--- src/rtl/mscac_pkg.sv ---
package mscac_pkg;

  // ----------------------------------------------------------------
  // widths
  // ----------------------------------------------------------------
  localparam int CMD_W  = 9;   // speed command width
  localparam int ADV_W  = 7;   // advance time code width
  localparam int UNIT_W = 11;  // advance in 2.5 us units
  localparam int CYC_W  = 20;  // advance / zero-cross counts in cycles
  localparam int FB_W   = 12;  // current feedback width
  localparam int CUR_W  = 8;   // low-side current sample width

  // ----------------------------------------------------------------
  // field positions of the advance time code
  // ----------------------------------------------------------------
  localparam int ADV_MANT_LSB = 0;  // mantissa [3:0]
  localparam int ADV_EXP_LSB  = 4;  // exponent [6:4]

  // ----------------------------------------------------------------
  // reset values and command limits
  // ----------------------------------------------------------------
  localparam logic [CMD_W-1:0] CMD_RESET = 9'h000;  // stopped
  localparam logic [CMD_W-1:0] CMD_MAX   = 9'h1ff;  // full speed
  localparam logic [7:0]       REG_RESET = 8'h00;   // both command registers

  // ----------------------------------------------------------------
  // timing
  // ----------------------------------------------------------------
  localparam int CLK_PERIOD_PS = 5000;  // 200 MHz
  localparam int ADV_UNIT_PS   = 2500000;  // 2.5 us advance step
  localparam logic [9:0] ADV_UNIT_CYC = 10'(ADV_UNIT_PS / CLK_PERIOD_PS);
  localparam int LOCK_OFF_CYC  = 200000;  // retry wait after lock trip
  localparam int SLEW_BASE_CYC = 2000;    // fastest slew step spacing

  // lock current thresholds, one per threshold code
  localparam logic [CUR_W-1:0] LOCK_THR [8] = '{
    8'h20, 8'h30, 8'h40, 8'h50, 8'h60, 8'h80, 8'ha0, 8'hc0};

  // ----------------------------------------------------------------
  // types
  // ----------------------------------------------------------------
  // static configuration bits
  typedef struct packed {
    logic             serialSpeedSelect;    // 1: command from registers
    logic             speedInputType;       // 1: pwm duty, 0: analog
    logic [2:0]       closedLoopSlewRate;   // command slew rate
    logic [1:0]       feedbackAttenuation;  // feedback shift
    logic             advanceModeSelect;    // 0: fixed, 1: bemf scaled
    logic [ADV_W-1:0] advanceTimeCode;      // exponent and mantissa
    logic [2:0]       lockCurrentThreshold; // lock trip level
  } mscac_cfg_type;

  // register write port
  typedef struct packed {
    logic       lowWr;   // write speed_command_low
    logic       highWr;  // write speed_command_high
    logic [7:0] data;    // write data
  } mscac_regwr_type;

  // lock state machine
  typedef enum logic [0:0] {
    ST_RUN    = 1'b0,
    ST_LOCKED = 1'b1
  } mscac_state_type;

endpackage
--- src/rtl/mscac_ctrl.sv ---
`timescale 1ns/1ps
// ------------------------------------------------------------------
// Overview of operation
// - serial_speed_select bit picks register speed command
// - register mode ignores the speed pin
// - 9-bit command sets drive amplitude
// - all ones is maximum command
// - high register write only stages bit
// - low register write updates active command
// - closed loop command slew rate limited
// - feedback attenuated by 2-bit shift
// - mode 0 advance equals base setting
// - mode 1 scales by (U-BEMF)/U
// - base is 2.5us mantissa shifted exponent
// - overcurrent always on, fixed threshold
// - short circuit stops, resumes, connection fault
// - lock trip stops, locks, mechanical fault
// - accel limit lowers closed loop amplitude, no fault
// - pin type selects pwm or analog
// - low-side current over threshold trips lock
// ------------------------------------------------------------------
module mscac_ctrl #(
  parameter int LOCK_OFF = mscac_pkg::LOCK_OFF_CYC,
  parameter int SLEW_BASE = mscac_pkg::SLEW_BASE_CYC
) (
  input  wire logic                              sys_clk,
  input  wire logic                              nrst,
  input  wire mscac_pkg::mscac_cfg_type          cfg,
  input  wire mscac_pkg::mscac_regwr_type        regWr,
  output logic [7:0]                             regLowRd,
  output logic [7:0]                             regHighRd,
  input  wire logic [mscac_pkg::CMD_W-1:0]       pinPwmCmd,
  input  wire logic [mscac_pkg::CMD_W-1:0]       pinAnalogCmd,
  input  wire logic                              closedLoop,
  input  wire logic                              accelLimitHit,
  input  wire logic [mscac_pkg::CMD_W-1:0]       accelLimitAmp,
  input  wire logic [mscac_pkg::CMD_W-1:0]       bemfAmplitude,
  input  wire logic [mscac_pkg::FB_W-1:0]        currentFb,
  input  wire logic [mscac_pkg::CUR_W-1:0]       lowSideCurrent,
  input  wire logic                              overcurrentIndication,
  input  wire logic                              zcPredictValid,
  input  wire logic [mscac_pkg::CYC_W-1:0]       zcPredictDelay,
  input  wire logic                              faultClear,
  output logic [mscac_pkg::CMD_W-1:0]            driveAmplitude,
  output logic [mscac_pkg::FB_W-1:0]             feedbackOut,
  output logic [mscac_pkg::CYC_W-1:0]            advanceCycles,
  output logic                                   commutateNow,
  output logic                                   driveEnable,
  output logic                                   lockActive,
  output logic                                   connectionFault,
  output logic                                   mechanicalFault
);
  import mscac_pkg::*;

  // ----------------------------------------------------------------
  // command registers
  // ----------------------------------------------------------------
  logic [7:0]       cmdLow_q;    // speed_command_low contents
  logic [7:0]       cmdHigh_q;   // speed_command_high contents
  logic [CMD_W-1:0] serialCmd_q; // active serial command

  // stage high bit, commit on low write
  always_ff @(posedge sys_clk) begin
    if (!nrst) begin
      cmdLow_q    <= REG_RESET;
      cmdHigh_q   <= REG_RESET;
      serialCmd_q <= CMD_RESET;
    end else begin
      if (regWr.highWr) begin
        cmdHigh_q <= regWr.data;
      end
      if (regWr.lowWr) begin
        cmdLow_q    <= regWr.data;
        serialCmd_q <= {cmdHigh_q[0], regWr.data};
      end
    end
  end

  assign regLowRd  = cmdLow_q;
  assign regHighRd = {7'h00, cmdHigh_q[0]};

  // ----------------------------------------------------------------
  // command source selection
  // ----------------------------------------------------------------
  wire logic [CMD_W-1:0] pinCmd;     // decoded pin command
  wire logic [CMD_W-1:0] targetCmd;  // command before slewing

  assign pinCmd    = cfg.speedInputType ? pinPwmCmd : pinAnalogCmd;
  assign targetCmd = cfg.serialSpeedSelect ? serialCmd_q : pinCmd;

  // ----------------------------------------------------------------
  // closed loop slew limiter
  // ----------------------------------------------------------------
  logic [23:0]      slewCnt_q;  // cycles since last step
  logic [CMD_W-1:0] effCmd_q;   // slewed command
  wire logic [23:0] slewPeriod; // step spacing for this rate
  wire logic        slewTick;   // one step allowed

  // higher rate code gives shorter spacing
  assign slewPeriod = 24'(SLEW_BASE) << (3'h7 - cfg.closedLoopSlewRate);
  assign slewTick   = (slewCnt_q >= slewPeriod - 24'h1);

  // step one lsb toward the target per tick in closed loop
  always_ff @(posedge sys_clk) begin
    if (!nrst) begin
      slewCnt_q <= 24'h0;
      effCmd_q  <= CMD_RESET;
    end else begin
      slewCnt_q <= slewTick ? 24'h0 : slewCnt_q + 24'h1;
      if (!closedLoop) begin
        effCmd_q <= targetCmd;
      end else if (slewTick && effCmd_q < targetCmd) begin
        effCmd_q <= effCmd_q + 9'h1;
      end else if (slewTick && effCmd_q > targetCmd) begin
        effCmd_q <= effCmd_q - 9'h1;
      end
    end
  end

  // ----------------------------------------------------------------
  // drive amplitude
  // ----------------------------------------------------------------
  wire logic             accelClamp;  // closed loop current clamp
  wire logic [CMD_W-1:0] ampNext;     // amplitude after clamp

  // command maps linearly to amplitude, 1ff is full scale
  assign accelClamp = closedLoop && accelLimitHit && (accelLimitAmp < effCmd_q);
  assign ampNext    = accelClamp ? accelLimitAmp : effCmd_q;

  always_ff @(posedge sys_clk) begin
    if (!nrst) begin
      driveAmplitude <= CMD_RESET;
    end else begin
      driveAmplitude <= ampNext;
    end
  end

  // ----------------------------------------------------------------
  // feedback attenuation
  // ----------------------------------------------------------------
  always_ff @(posedge sys_clk) begin
    if (!nrst) begin
      feedbackOut <= '0;
    end else begin
      feedbackOut <= currentFb >> cfg.feedbackAttenuation;
    end
  end

  // ----------------------------------------------------------------
  // advance time
  // ----------------------------------------------------------------
  wire logic [3:0]        advMant;    // mantissa field
  wire logic [2:0]        advExp;     // exponent field
  wire logic [UNIT_W-1:0] baseUnits;  // base advance in 2.5 us units
  wire logic [19:0]       scaledNum;  // base times (U - BEMF)
  wire logic [UNIT_W-1:0] modeUnits;  // selected advance units
  wire logic              bemfBelow;  // phase amplitude above bemf

  assign advMant   = cfg.advanceTimeCode[ADV_MANT_LSB +: 4];
  assign advExp    = cfg.advanceTimeCode[ADV_EXP_LSB +: 3];
  assign baseUnits = UNIT_W'(advMant) << advExp;
  assign bemfBelow = (driveAmplitude > bemfAmplitude);
  assign scaledNum = 20'(baseUnits) * 20'(driveAmplitude - bemfAmplitude);
  assign modeUnits = !cfg.advanceModeSelect ? baseUnits :
                     bemfBelow ? UNIT_W'(scaledNum / 20'(driveAmplitude)) :
                     '0;

  // units to cycles, one unit is 500 cycles
  always_ff @(posedge sys_clk) begin
    if (!nrst) begin
      advanceCycles <= '0;
    end else begin
      advanceCycles <= CYC_W'(modeUnits) * CYC_W'(ADV_UNIT_CYC);
    end
  end

  // ----------------------------------------------------------------
  // commutation timing
  // ----------------------------------------------------------------
  logic [CYC_W-1:0] zcCnt_q;  // cycles left to predicted zero cross
  logic             armed_q;  // waiting to commutate
  wire logic        fireNow;  // advance point reached

  assign fireNow = armed_q && (zcCnt_q <= advanceCycles);

  // count down and fire the advance before the zero cross
  always_ff @(posedge sys_clk) begin
    if (!nrst) begin
      zcCnt_q      <= '0;
      armed_q      <= 1'b0;
      commutateNow <= 1'b0;
    end else begin
      commutateNow <= fireNow && driveEnable;
      if (zcPredictValid) begin
        zcCnt_q <= zcPredictDelay;
        armed_q <= 1'b1;
      end else begin
        if (zcCnt_q != '0) begin
          zcCnt_q <= zcCnt_q - CYC_W'(1);
        end
        if (fireNow) begin
          armed_q <= 1'b0;
        end
      end
    end
  end

  // ----------------------------------------------------------------
  // protection and lock state
  // ----------------------------------------------------------------
  mscac_state_type state_q;      // lock state
  mscac_state_type state_d;      // next lock state
  logic [23:0]     lockCnt_q;    // lock off wait counter
  wire logic       lockTrip;     // current over lock threshold
  wire logic       lockDone;     // retry wait elapsed

  assign lockTrip = lowSideCurrent > LOCK_THR[cfg.lockCurrentThreshold];
  assign lockDone = (lockCnt_q >= 24'(LOCK_OFF) - 24'h1);

  // next state of the lock machine
  always_comb begin
    state_d = state_q;
    case (state_q)
      ST_RUN: begin
        if (lockTrip) begin
          state_d = ST_LOCKED;
        end
      end
      ST_LOCKED: begin
        if (lockDone) begin
          state_d = ST_RUN;
        end
      end
      default: begin
        state_d = ST_RUN;
      end
    endcase
  end

  // state, wait counter, drive gate and sticky faults
  always_ff @(posedge sys_clk) begin
    if (!nrst) begin
      state_q         <= ST_RUN;
      lockCnt_q       <= 24'h0;
      driveEnable     <= 1'b0;
      connectionFault <= 1'b0;
      mechanicalFault <= 1'b0;
    end else begin
      state_q   <= state_d;
      lockCnt_q <= (state_q == ST_LOCKED) ? lockCnt_q + 24'h1 : 24'h0;
      // overcurrent has no enable and no threshold setting
      driveEnable <= !overcurrentIndication && (state_d == ST_RUN);
      // set wins over clear
      connectionFault <= overcurrentIndication || (connectionFault && !faultClear);
      mechanicalFault <= (state_q == ST_RUN && lockTrip) ||
                         (mechanicalFault && !faultClear);
    end
  end

  assign lockActive = (state_q == ST_LOCKED);

  // ----------------------------------------------------------------
  // checks
  // ----------------------------------------------------------------
  a_high_write_staged: assert property (
    @(posedge sys_clk) disable iff (!nrst)
    regWr.highWr && !regWr.lowWr |=> $stable(serialCmd_q))
    else $error("high register write changed active command");

  a_low_write_commit: assert property (
    @(posedge sys_clk) disable iff (!nrst)
    regWr.lowWr |=> serialCmd_q == {$past(cmdHigh_q[0]), $past(regWr.data)})
    else $error("low register write did not update command");

  a_serial_source: assert property (
    @(posedge sys_clk) disable iff (!nrst)
    cfg.serialSpeedSelect && !closedLoop |=> effCmd_q == $past(serialCmd_q))
    else $error("serial command not selected");

  a_pin_ignored: assert property (
    @(posedge sys_clk) disable iff (!nrst)
    cfg.serialSpeedSelect && $changed(pinPwmCmd) && $stable(serialCmd_q)
    && !regWr.lowWr && !closedLoop ##1 cfg.serialSpeedSelect && !closedLoop |=> $stable(effCmd_q))
    else $error("pin influenced serial mode command");

  a_slew_step: assert property (
    @(posedge sys_clk) disable iff (!nrst)
    closedLoop && $past(closedLoop) && !$past(slewTick) |-> $stable(effCmd_q))
    else $error("command moved without a slew step");

  a_feedback_shift: assert property (
    @(posedge sys_clk) disable iff (!nrst)
    ##1 feedbackOut == ($past(currentFb) >> $past(cfg.feedbackAttenuation)))
    else $error("feedback attenuation wrong");

  a_adv_fixed: assert property (
    @(posedge sys_clk) disable iff (!nrst)
    !cfg.advanceModeSelect |=>
    advanceCycles == CYC_W'($past(baseUnits)) * CYC_W'(ADV_UNIT_CYC))
    else $error("fixed advance mismatch");

  a_overcurrent_stop: assert property (
    @(posedge sys_clk) disable iff (!nrst)
    overcurrentIndication |=> !driveEnable && connectionFault)
    else $error("overcurrent did not stop drive");

  a_lock_stop: assert property (
    @(posedge sys_clk) disable iff (!nrst)
    state_q == ST_RUN && lockTrip |=> lockActive && !driveEnable && mechanicalFault)
    else $error("lock trip did not stop drive");

  a_accel_no_fault: assert property (
    @(posedge sys_clk) disable iff (!nrst)
    accelClamp && !lockTrip && !overcurrentIndication && state_q == ST_RUN
    |=> driveAmplitude == $past(accelLimitAmp) && driveEnable)
    else $error("accel limit misbehaved");

  a_pin_source: assert property (
    @(posedge sys_clk) disable iff (!nrst)
    !cfg.serialSpeedSelect && !closedLoop |=> effCmd_q ==
    ($past(cfg.speedInputType) ? $past(pinPwmCmd) : $past(pinAnalogCmd)))
    else $error("pin command source wrong");

  a_lock_below: assert property (
    @(posedge sys_clk) disable iff (!nrst)
    state_q == ST_RUN && lowSideCurrent <= LOCK_THR[cfg.lockCurrentThreshold] |=> !lockActive)
    else $error("lock tripped below threshold");

  a_drive_resume: assert property (
    @(posedge sys_clk) disable iff (!nrst)
    state_q == ST_RUN && !lockTrip && !overcurrentIndication |=> driveEnable)
    else $error("drive did not resume");

  a_adv_scaled: assert property (
    @(posedge sys_clk) disable iff (!nrst)
    cfg.advanceModeSelect |=>
    advanceCycles <= CYC_W'($past(baseUnits)) * CYC_W'(ADV_UNIT_CYC))
    else $error("scaled advance above base setting");

  a_amp_follow: assert property (
    @(posedge sys_clk) disable iff (!nrst)
    !accelClamp |=> driveAmplitude == $past(effCmd_q))
    else $error("amplitude does not follow command");

endmodule

--- config.mk ---
export PLATFORM = sky130hd
export DESIGN_NAME = mscac_ctrl
export DESIGN_NICKNAME = d
export VERILOG_FILES = /design/src/rtl/mscac_pkg.sv /design/src/rtl/mscac_ctrl.sv
export SDC_FILE = /design/constraint.sdc
export NUM_CORES = 1
export LEC_CHECK = 0
export BUFFER_PORTS_ARGS = -buffer_cell sky130_fd_sc_hd__buf_2
export CAP_MARGIN = 20
export CORE_ASPECT_RATIO = 0.5
export CORE_UTILIZATION = 50
export CTS_CLUSTER_SIZE = 30
export DETAILED_ROUTE_END_ITERATION = 16
export GPL_TIMING_DRIVEN = 0
export PLACE_DENSITY_LB_ADDON = 0.3
export REMOVE_ABC_BUFFERS = 1
export SYNTH_ARGS = -nofsm -noshare
export SYNTH_HDL_FRONTEND = slang
export SYNTH_SLANG_ARGS = --single-unit
--- constraint.sdc ---
create_clock -name sys_clk -period 53.6 [get_ports sys_clk]
set_clock_uncertainty 0.1 [all_clocks]
set_input_delay 2.68 -clock sys_clk [delete_from_list [all_inputs] [get_ports sys_clk]]
set_output_delay 2.68 -clock sys_clk [all_outputs]
set_load 0.01 [all_outputs]
# Word level (Yosys, flattened, before mapping)
# Memory sizes are Yosys's and may differ from the RTL's.
# Cells that the tools add are included.
# Widths: inputs -> output; s select.
[word_totals]
regBits = 142
mem_bits_ro = 64
inputBits = 111
out_inout_bits = 62
mem_count = 1
[classes]
addsub = 8
multipliers = 2
n_div = 1
magnitude_cmp = 9
n_eq_ne = 1
n_shift = 3
n_mux = 17
bitwise_logic = 4
n_reduce_logical = 19
[mem_list]
columns = ["name", "depth", "word_bits", "read_ports", "rd_clocked_by_memory_dff", "write_ports", "line_no", "text"]
rows = [
  ["(no name shown)", 8, 8, 1, 0, 0, "mscac_ctrl.sv:217", "assign lockTrip = lowSideCurrent > LOCK_THR[cfg.lockCurrentThreshold];"],
]
[ops]
columns = ["operator", "count"]
rows = [
  ["$mux 9", 6],
  ["$add 24x1->24 const B", 2],
  ["$mux 20", 2],
  ["$ge 24x18->1 const B", 1],
  ["$ge 24x24->1", 1],
  ["$shl 11x3->24 const A", 1],
  ["$sub 24x1->24 const B", 1],
  ["$mux 11", 2],
  ["$div 20x9->20", 1],
  ["$le 20x20->1", 1],
  ["$mul 12x10->20", 1],
  ["$reduce_bool 20->1", 1],
  ["$sub 20x1->20 const B", 1],
  ["$gt 9x9->1", 2],
  ["$lt 9x9->1", 2],
  ["$mul 11x7->18 const B", 1],
  ["$mux 8", 2],
  ["$shr 12x2->12", 1],
  ["$shl 4x3->11", 1],
  ["$logic_and 1x1->1", 10],
  ["$sub 9x9->10", 1],
  ["$add 9x1->9 const B", 1],
  ["$sub 9x1->9 const B", 1],
  ["$gt 8x8->1", 1],
  ["12 further kinds", 20],
]

# Longest topological paths before layout
[logic_depth]
depth_word = 9
depth_mapped = 287
mapped_depth_nobuf = 275

# Least setup slack after synthesis
# OpenSTA, ideal clock, no wires.
[synth_path]
path_type = "input-to-reg"
start = "in bemfAmplitude[1] (netlist name)"
end = "reg advanceCycles[19] (netlist name)"
arrival_ns = 53.995
t_required_ns = 53.372
path_slack_ns = -0.623
path_stages = 268
path_buffers = 14
path_cell_list = "inv_1 -> ha_1 -> nor2b_1 -> o31a_1 -> o31ai_1 -> inv_1 -> o21ai_0 -> nand2b_1 -> and2_1 -> o21ai_0 -> nor2b_1 -> inv_1 -> nor2_1 -> fa_1 -> fa_1 -> fa_1 -> fa_1 -> inv_1 -> [232 not listed] -> fa_1 -> fa_1 -> ha_1 -> inv_1 -> o21bai_1 -> a21oi_1 -> nor2_1 -> nor2_1 -> o21bai_1 -> a21oi_1 -> o21bai_1 -> a21oi_1 -> o21bai_1 -> a21oi_1 -> o21bai_1 -> a21oi_1 -> xnor2_1 -> nor2_1"
[synth_via]
elab_chain_len = 6
elab_cells_between_ends = 7
cone_classes = "add/sub (1); mul (2); div (1); order compare (1); mux (2)"
[synth_rtl]
columns = ["element", "line_no", "text"]
rows = [
  ["start: declaration", "mscac_ctrl.sv:37", "input wire logic [mscac_pkg::CMD_W-1:0] bemfAmplitude,"],
  ["$sub 9x9->10", "mscac_ctrl.sv:163", "assign scaledNum = 20'(baseUnits) * 20'(driveAmplitude - bemfAmplitude);"],
  ["$mul 12x10->20", "mscac_ctrl.sv:163", ""],
  ["$div 20x9->20", "mscac_ctrl.sv:165", "bemfBelow ? UNIT_W'(scaledNum / 20'(driveAmplitude)) :"],
  ["$mux 11 (*)", "mscac_ctrl.sv:165", ""],
  ["$mux 11 (*)", "mscac_ctrl.sv:164", "assign modeUnits = !cfg.advanceModeSelect ? baseUnits :"],
  ["net modeUnits[0]", "mscac_ctrl.sv:156", "wire logic [UNIT_W-1:0] modeUnits;"],
  ["$mul 11x7->18 (*)", "mscac_ctrl.sv:173", "advanceCycles <= CYC_W'(modeUnits) * CYC_W'(ADV_UNIT_CYC);"],
  ["end signal: assignment", "mscac_ctrl.sv:173", ""],
  ["end: declaration", "mscac_ctrl.sv:46", "output logic [mscac_pkg::CYC_W-1:0] advanceCycles,"],
]
# The timed path passes the listed nets; every way through them passes the cells marked *.
# A chain may end at the register's enable or synchronous reset.

# Final worst setup path
# Ends and elaborated chain as after synthesis.

==> metrics.yaml <==
worst_pin_slew_ns: 1.38
gp_congestion: 0.918
worstPathMaxFanout: 11
port_buffers: 163
timing.reg2reg.setup_slack_ns: 2.40
dp_cells: 3427
drc_errors: 0
setup_viol: 0
fmax_ghz: 0.0192
grt_max_degree: 56
crit_top_cell: "o21a_1"
cts-htree-levels: 4
reg2reg_depth: 266
max_stage_delay_ns: 0.61
ant_nets: 0
drive_gt1_frac: 0.222
antenna_found_initial: 0
required_ns: 53.79
max_slew_margin: 0.0821
ys_ff_latch: 132
status: "completed"
cts_made_buffers: 17
final_nets: 3574
dr.pass1.iters: 5
maxCapViolCount: 0
grt_overflow: 0
antenna_cells: 0
holdBufCountCts: 0
syn_avg_cell_area_um2: 7.91
drt-initial-drc-count: 1394
grt_usage: 0.261
wire_per_inst_um: 17.0
grt_pass1_wl_um: 95700
initial_utilization: 0.512
synth_area_um2: 21700
ys_types: 111
cts_root_buffer: "clkbuf_16"
rows: 53
postSynthCellCount: 2747
async_reset_ff_frac: 0
clock_latency_ns: 0.43
clock_sinks: 132
core-area_um2: 42400
final_util: 0.619
routed_wl_um: 61800
critical-path-slowest-cell: "or4b_2"
holdCritPathClass: "reg2reg"
hpwlAfterDp_um: 45100
io_pins: 173
cts_tree: "built"
slew_viol_final: 0
seq_area_um2: 2640
cp.depth: 269
hold_ws_ns: 0.338
critPathKind: "in2reg"
min_period_ns: 52.19
stdcell_count: 3624
timing.setup.tns_ns: 0
viasPerCell: 5.82
worst-path-buf-inv: 18
areaGrowthSynthToFinish_pct: 20.8
synth_edf_count: 0
worstPathArrival_ns: 52.38
end_kind: "flip-flop"
multiInputGateArea_um2: 19300
clk_pin_slew_ns: 0.07
die_area_um2: 44400
timing.final.crit_share: 0.974
hold_viol: 0
nFillCells: 3701
ys.flop_type: "dfxtp_1"
yosys_warnings: 0
worstHoldPathCells: 1
cpLargestDelayFamily: "compound AO/OA/AOI/OAI gates"
dr_total_vias: 21100
die_h_um: 149
cp-start-kind: "primary input"
ys_seq_area_frac: 0.122
grt_pass1_vias: 19300
clockBufferDepth: 2
fp.dieW_um: 297
## routing by layer
metal  track usage  vias up  routed length (µm)
li1              -    10300                   -
met1         0.357    10000               27700
met2         0.446      651               29000
met3        0.0251      101                3830
met4        0.0606        0                1250
met5             0        -                   0
## layout by cell type (no fill, tap or decap), drive strengths merged, types with 22 or more instances in the layout
cell type,Yosys,final
nor2,333,333
ha,321,321
fa,108,108
a21o,56,56
and3,29,29
mux2,29,29
mux2i,43,43
o21a,80,81
nand4,25,25
o31ai,34,34
o21ai,113,113
inv,214,222
a211oi,36,36
a21oi,191,191
buf,38,328
nand2b,54,54
xnor2,96,96
o211ai,23,23
nand2,213,213
or2,22,22
nor3,93,93
or3,32,32
xor2,63,63
nor2b,46,46
and2,29,29
dfxtp,132,132
nand3,61,61
## logic make-up (layout without fill, tap and decap cells)
kind of cell | count (synthesis) | after routing | share of synthesized area
other cells | 1 | 14 | 0.000173
fa+ha+maj | 429 | 429 | 0.284
flops | 132 | 132 | 0.122
mux | 78 | 78 | 0.0414
buf+inv | 293 | 578 | 0.0550
simple gates | 993 | 994 | 0.224
compound gates | 662 | 663 | 0.209
xor+xnor | 159 | 159 | 0.0651
## state kept, by name, summed over array words and instances (netlist names)
signal,cells
mechanicalFault,1
connectionFault,1
slewCnt_q,24
effCmd_q,9
cmdHigh_q,1
lockCnt_q,24
regLowRd,7
driveEnable,1
lockActive,1
commutateNow,1
driveAmplitude,9
zcCnt_q,20
serialCmd_q,2
feedbackOut,12
armed_q,1
advanceCycles,18
## cell usage after synthesis, types with 34 or more instances
cell      number  share of area
nand2_1      211          0.036
nor2b_1       46          0.013
a21o_1        56          0.019
inv_1        213          0.037
nor3_1        88          0.020
mux2i_1       42          0.019
nand2b_1      54          0.016
o31ai_1       34          0.012
o21ai_0       93          0.021
nand3_1       57          0.013
dfxtp_1      132           0.12
o21a_1        80          0.028
a21oi_1      184          0.042
nor2_1       330          0.057
fa_1         108          0.099
xnor2_1       96          0.039
xor2_1        60          0.024
ha_1         321           0.18
clkbuf_1      39         0.0067
## final cells by class
class / count / area share
repair buffers: 330 / 0.0818
well taps: 577 / 0.0275
clock inverters: 15 / 0.00786
flip-flops and latches: 132 / 0.101
inverters: 216 / 0.0314
multi-input cells: 2337 / 0.735
clock buffers: 17 / 0.0162
## per-stage QoR
step	area, µm²	setup WS, ns
final	26300	1.41
after detailed placement	23000	-9.81
after global routing	26300	-0.891
after floorplan	21400	-0.940
after global placement	22900	-9.32
after CTS	24400	0.0164
## final timing paths
check / startpoint / end
worst max-delay path: bemfAmplitude[1] / advanceCycles[19]$_SDFF_PN0_
worst min-delay path: slewCnt_q[0]$_SDFF_PP0_ / slewCnt_q[0]$_SDFF_PP0_
worst max register to register: driveAmplitude[1]$_SDFF_PN0_ / advanceCycles[19]$_SDFF_PN0_
worst min register to register: slewCnt_q[0]$_SDFF_PP0_ / slewCnt_q[0]$_SDFF_PP0_
## repair_timing
item                                    CTS  global route
endpoints found under the setup margin   18            16
pin swaps                                31           149
gates resized for setup                 102           190
buffers inserted                         48           110
cloned                                    2             1
Power is left out: the tool's default activity adds up to more than one toggle a clock period on the data nets, which glitch-free logic cannot reach.
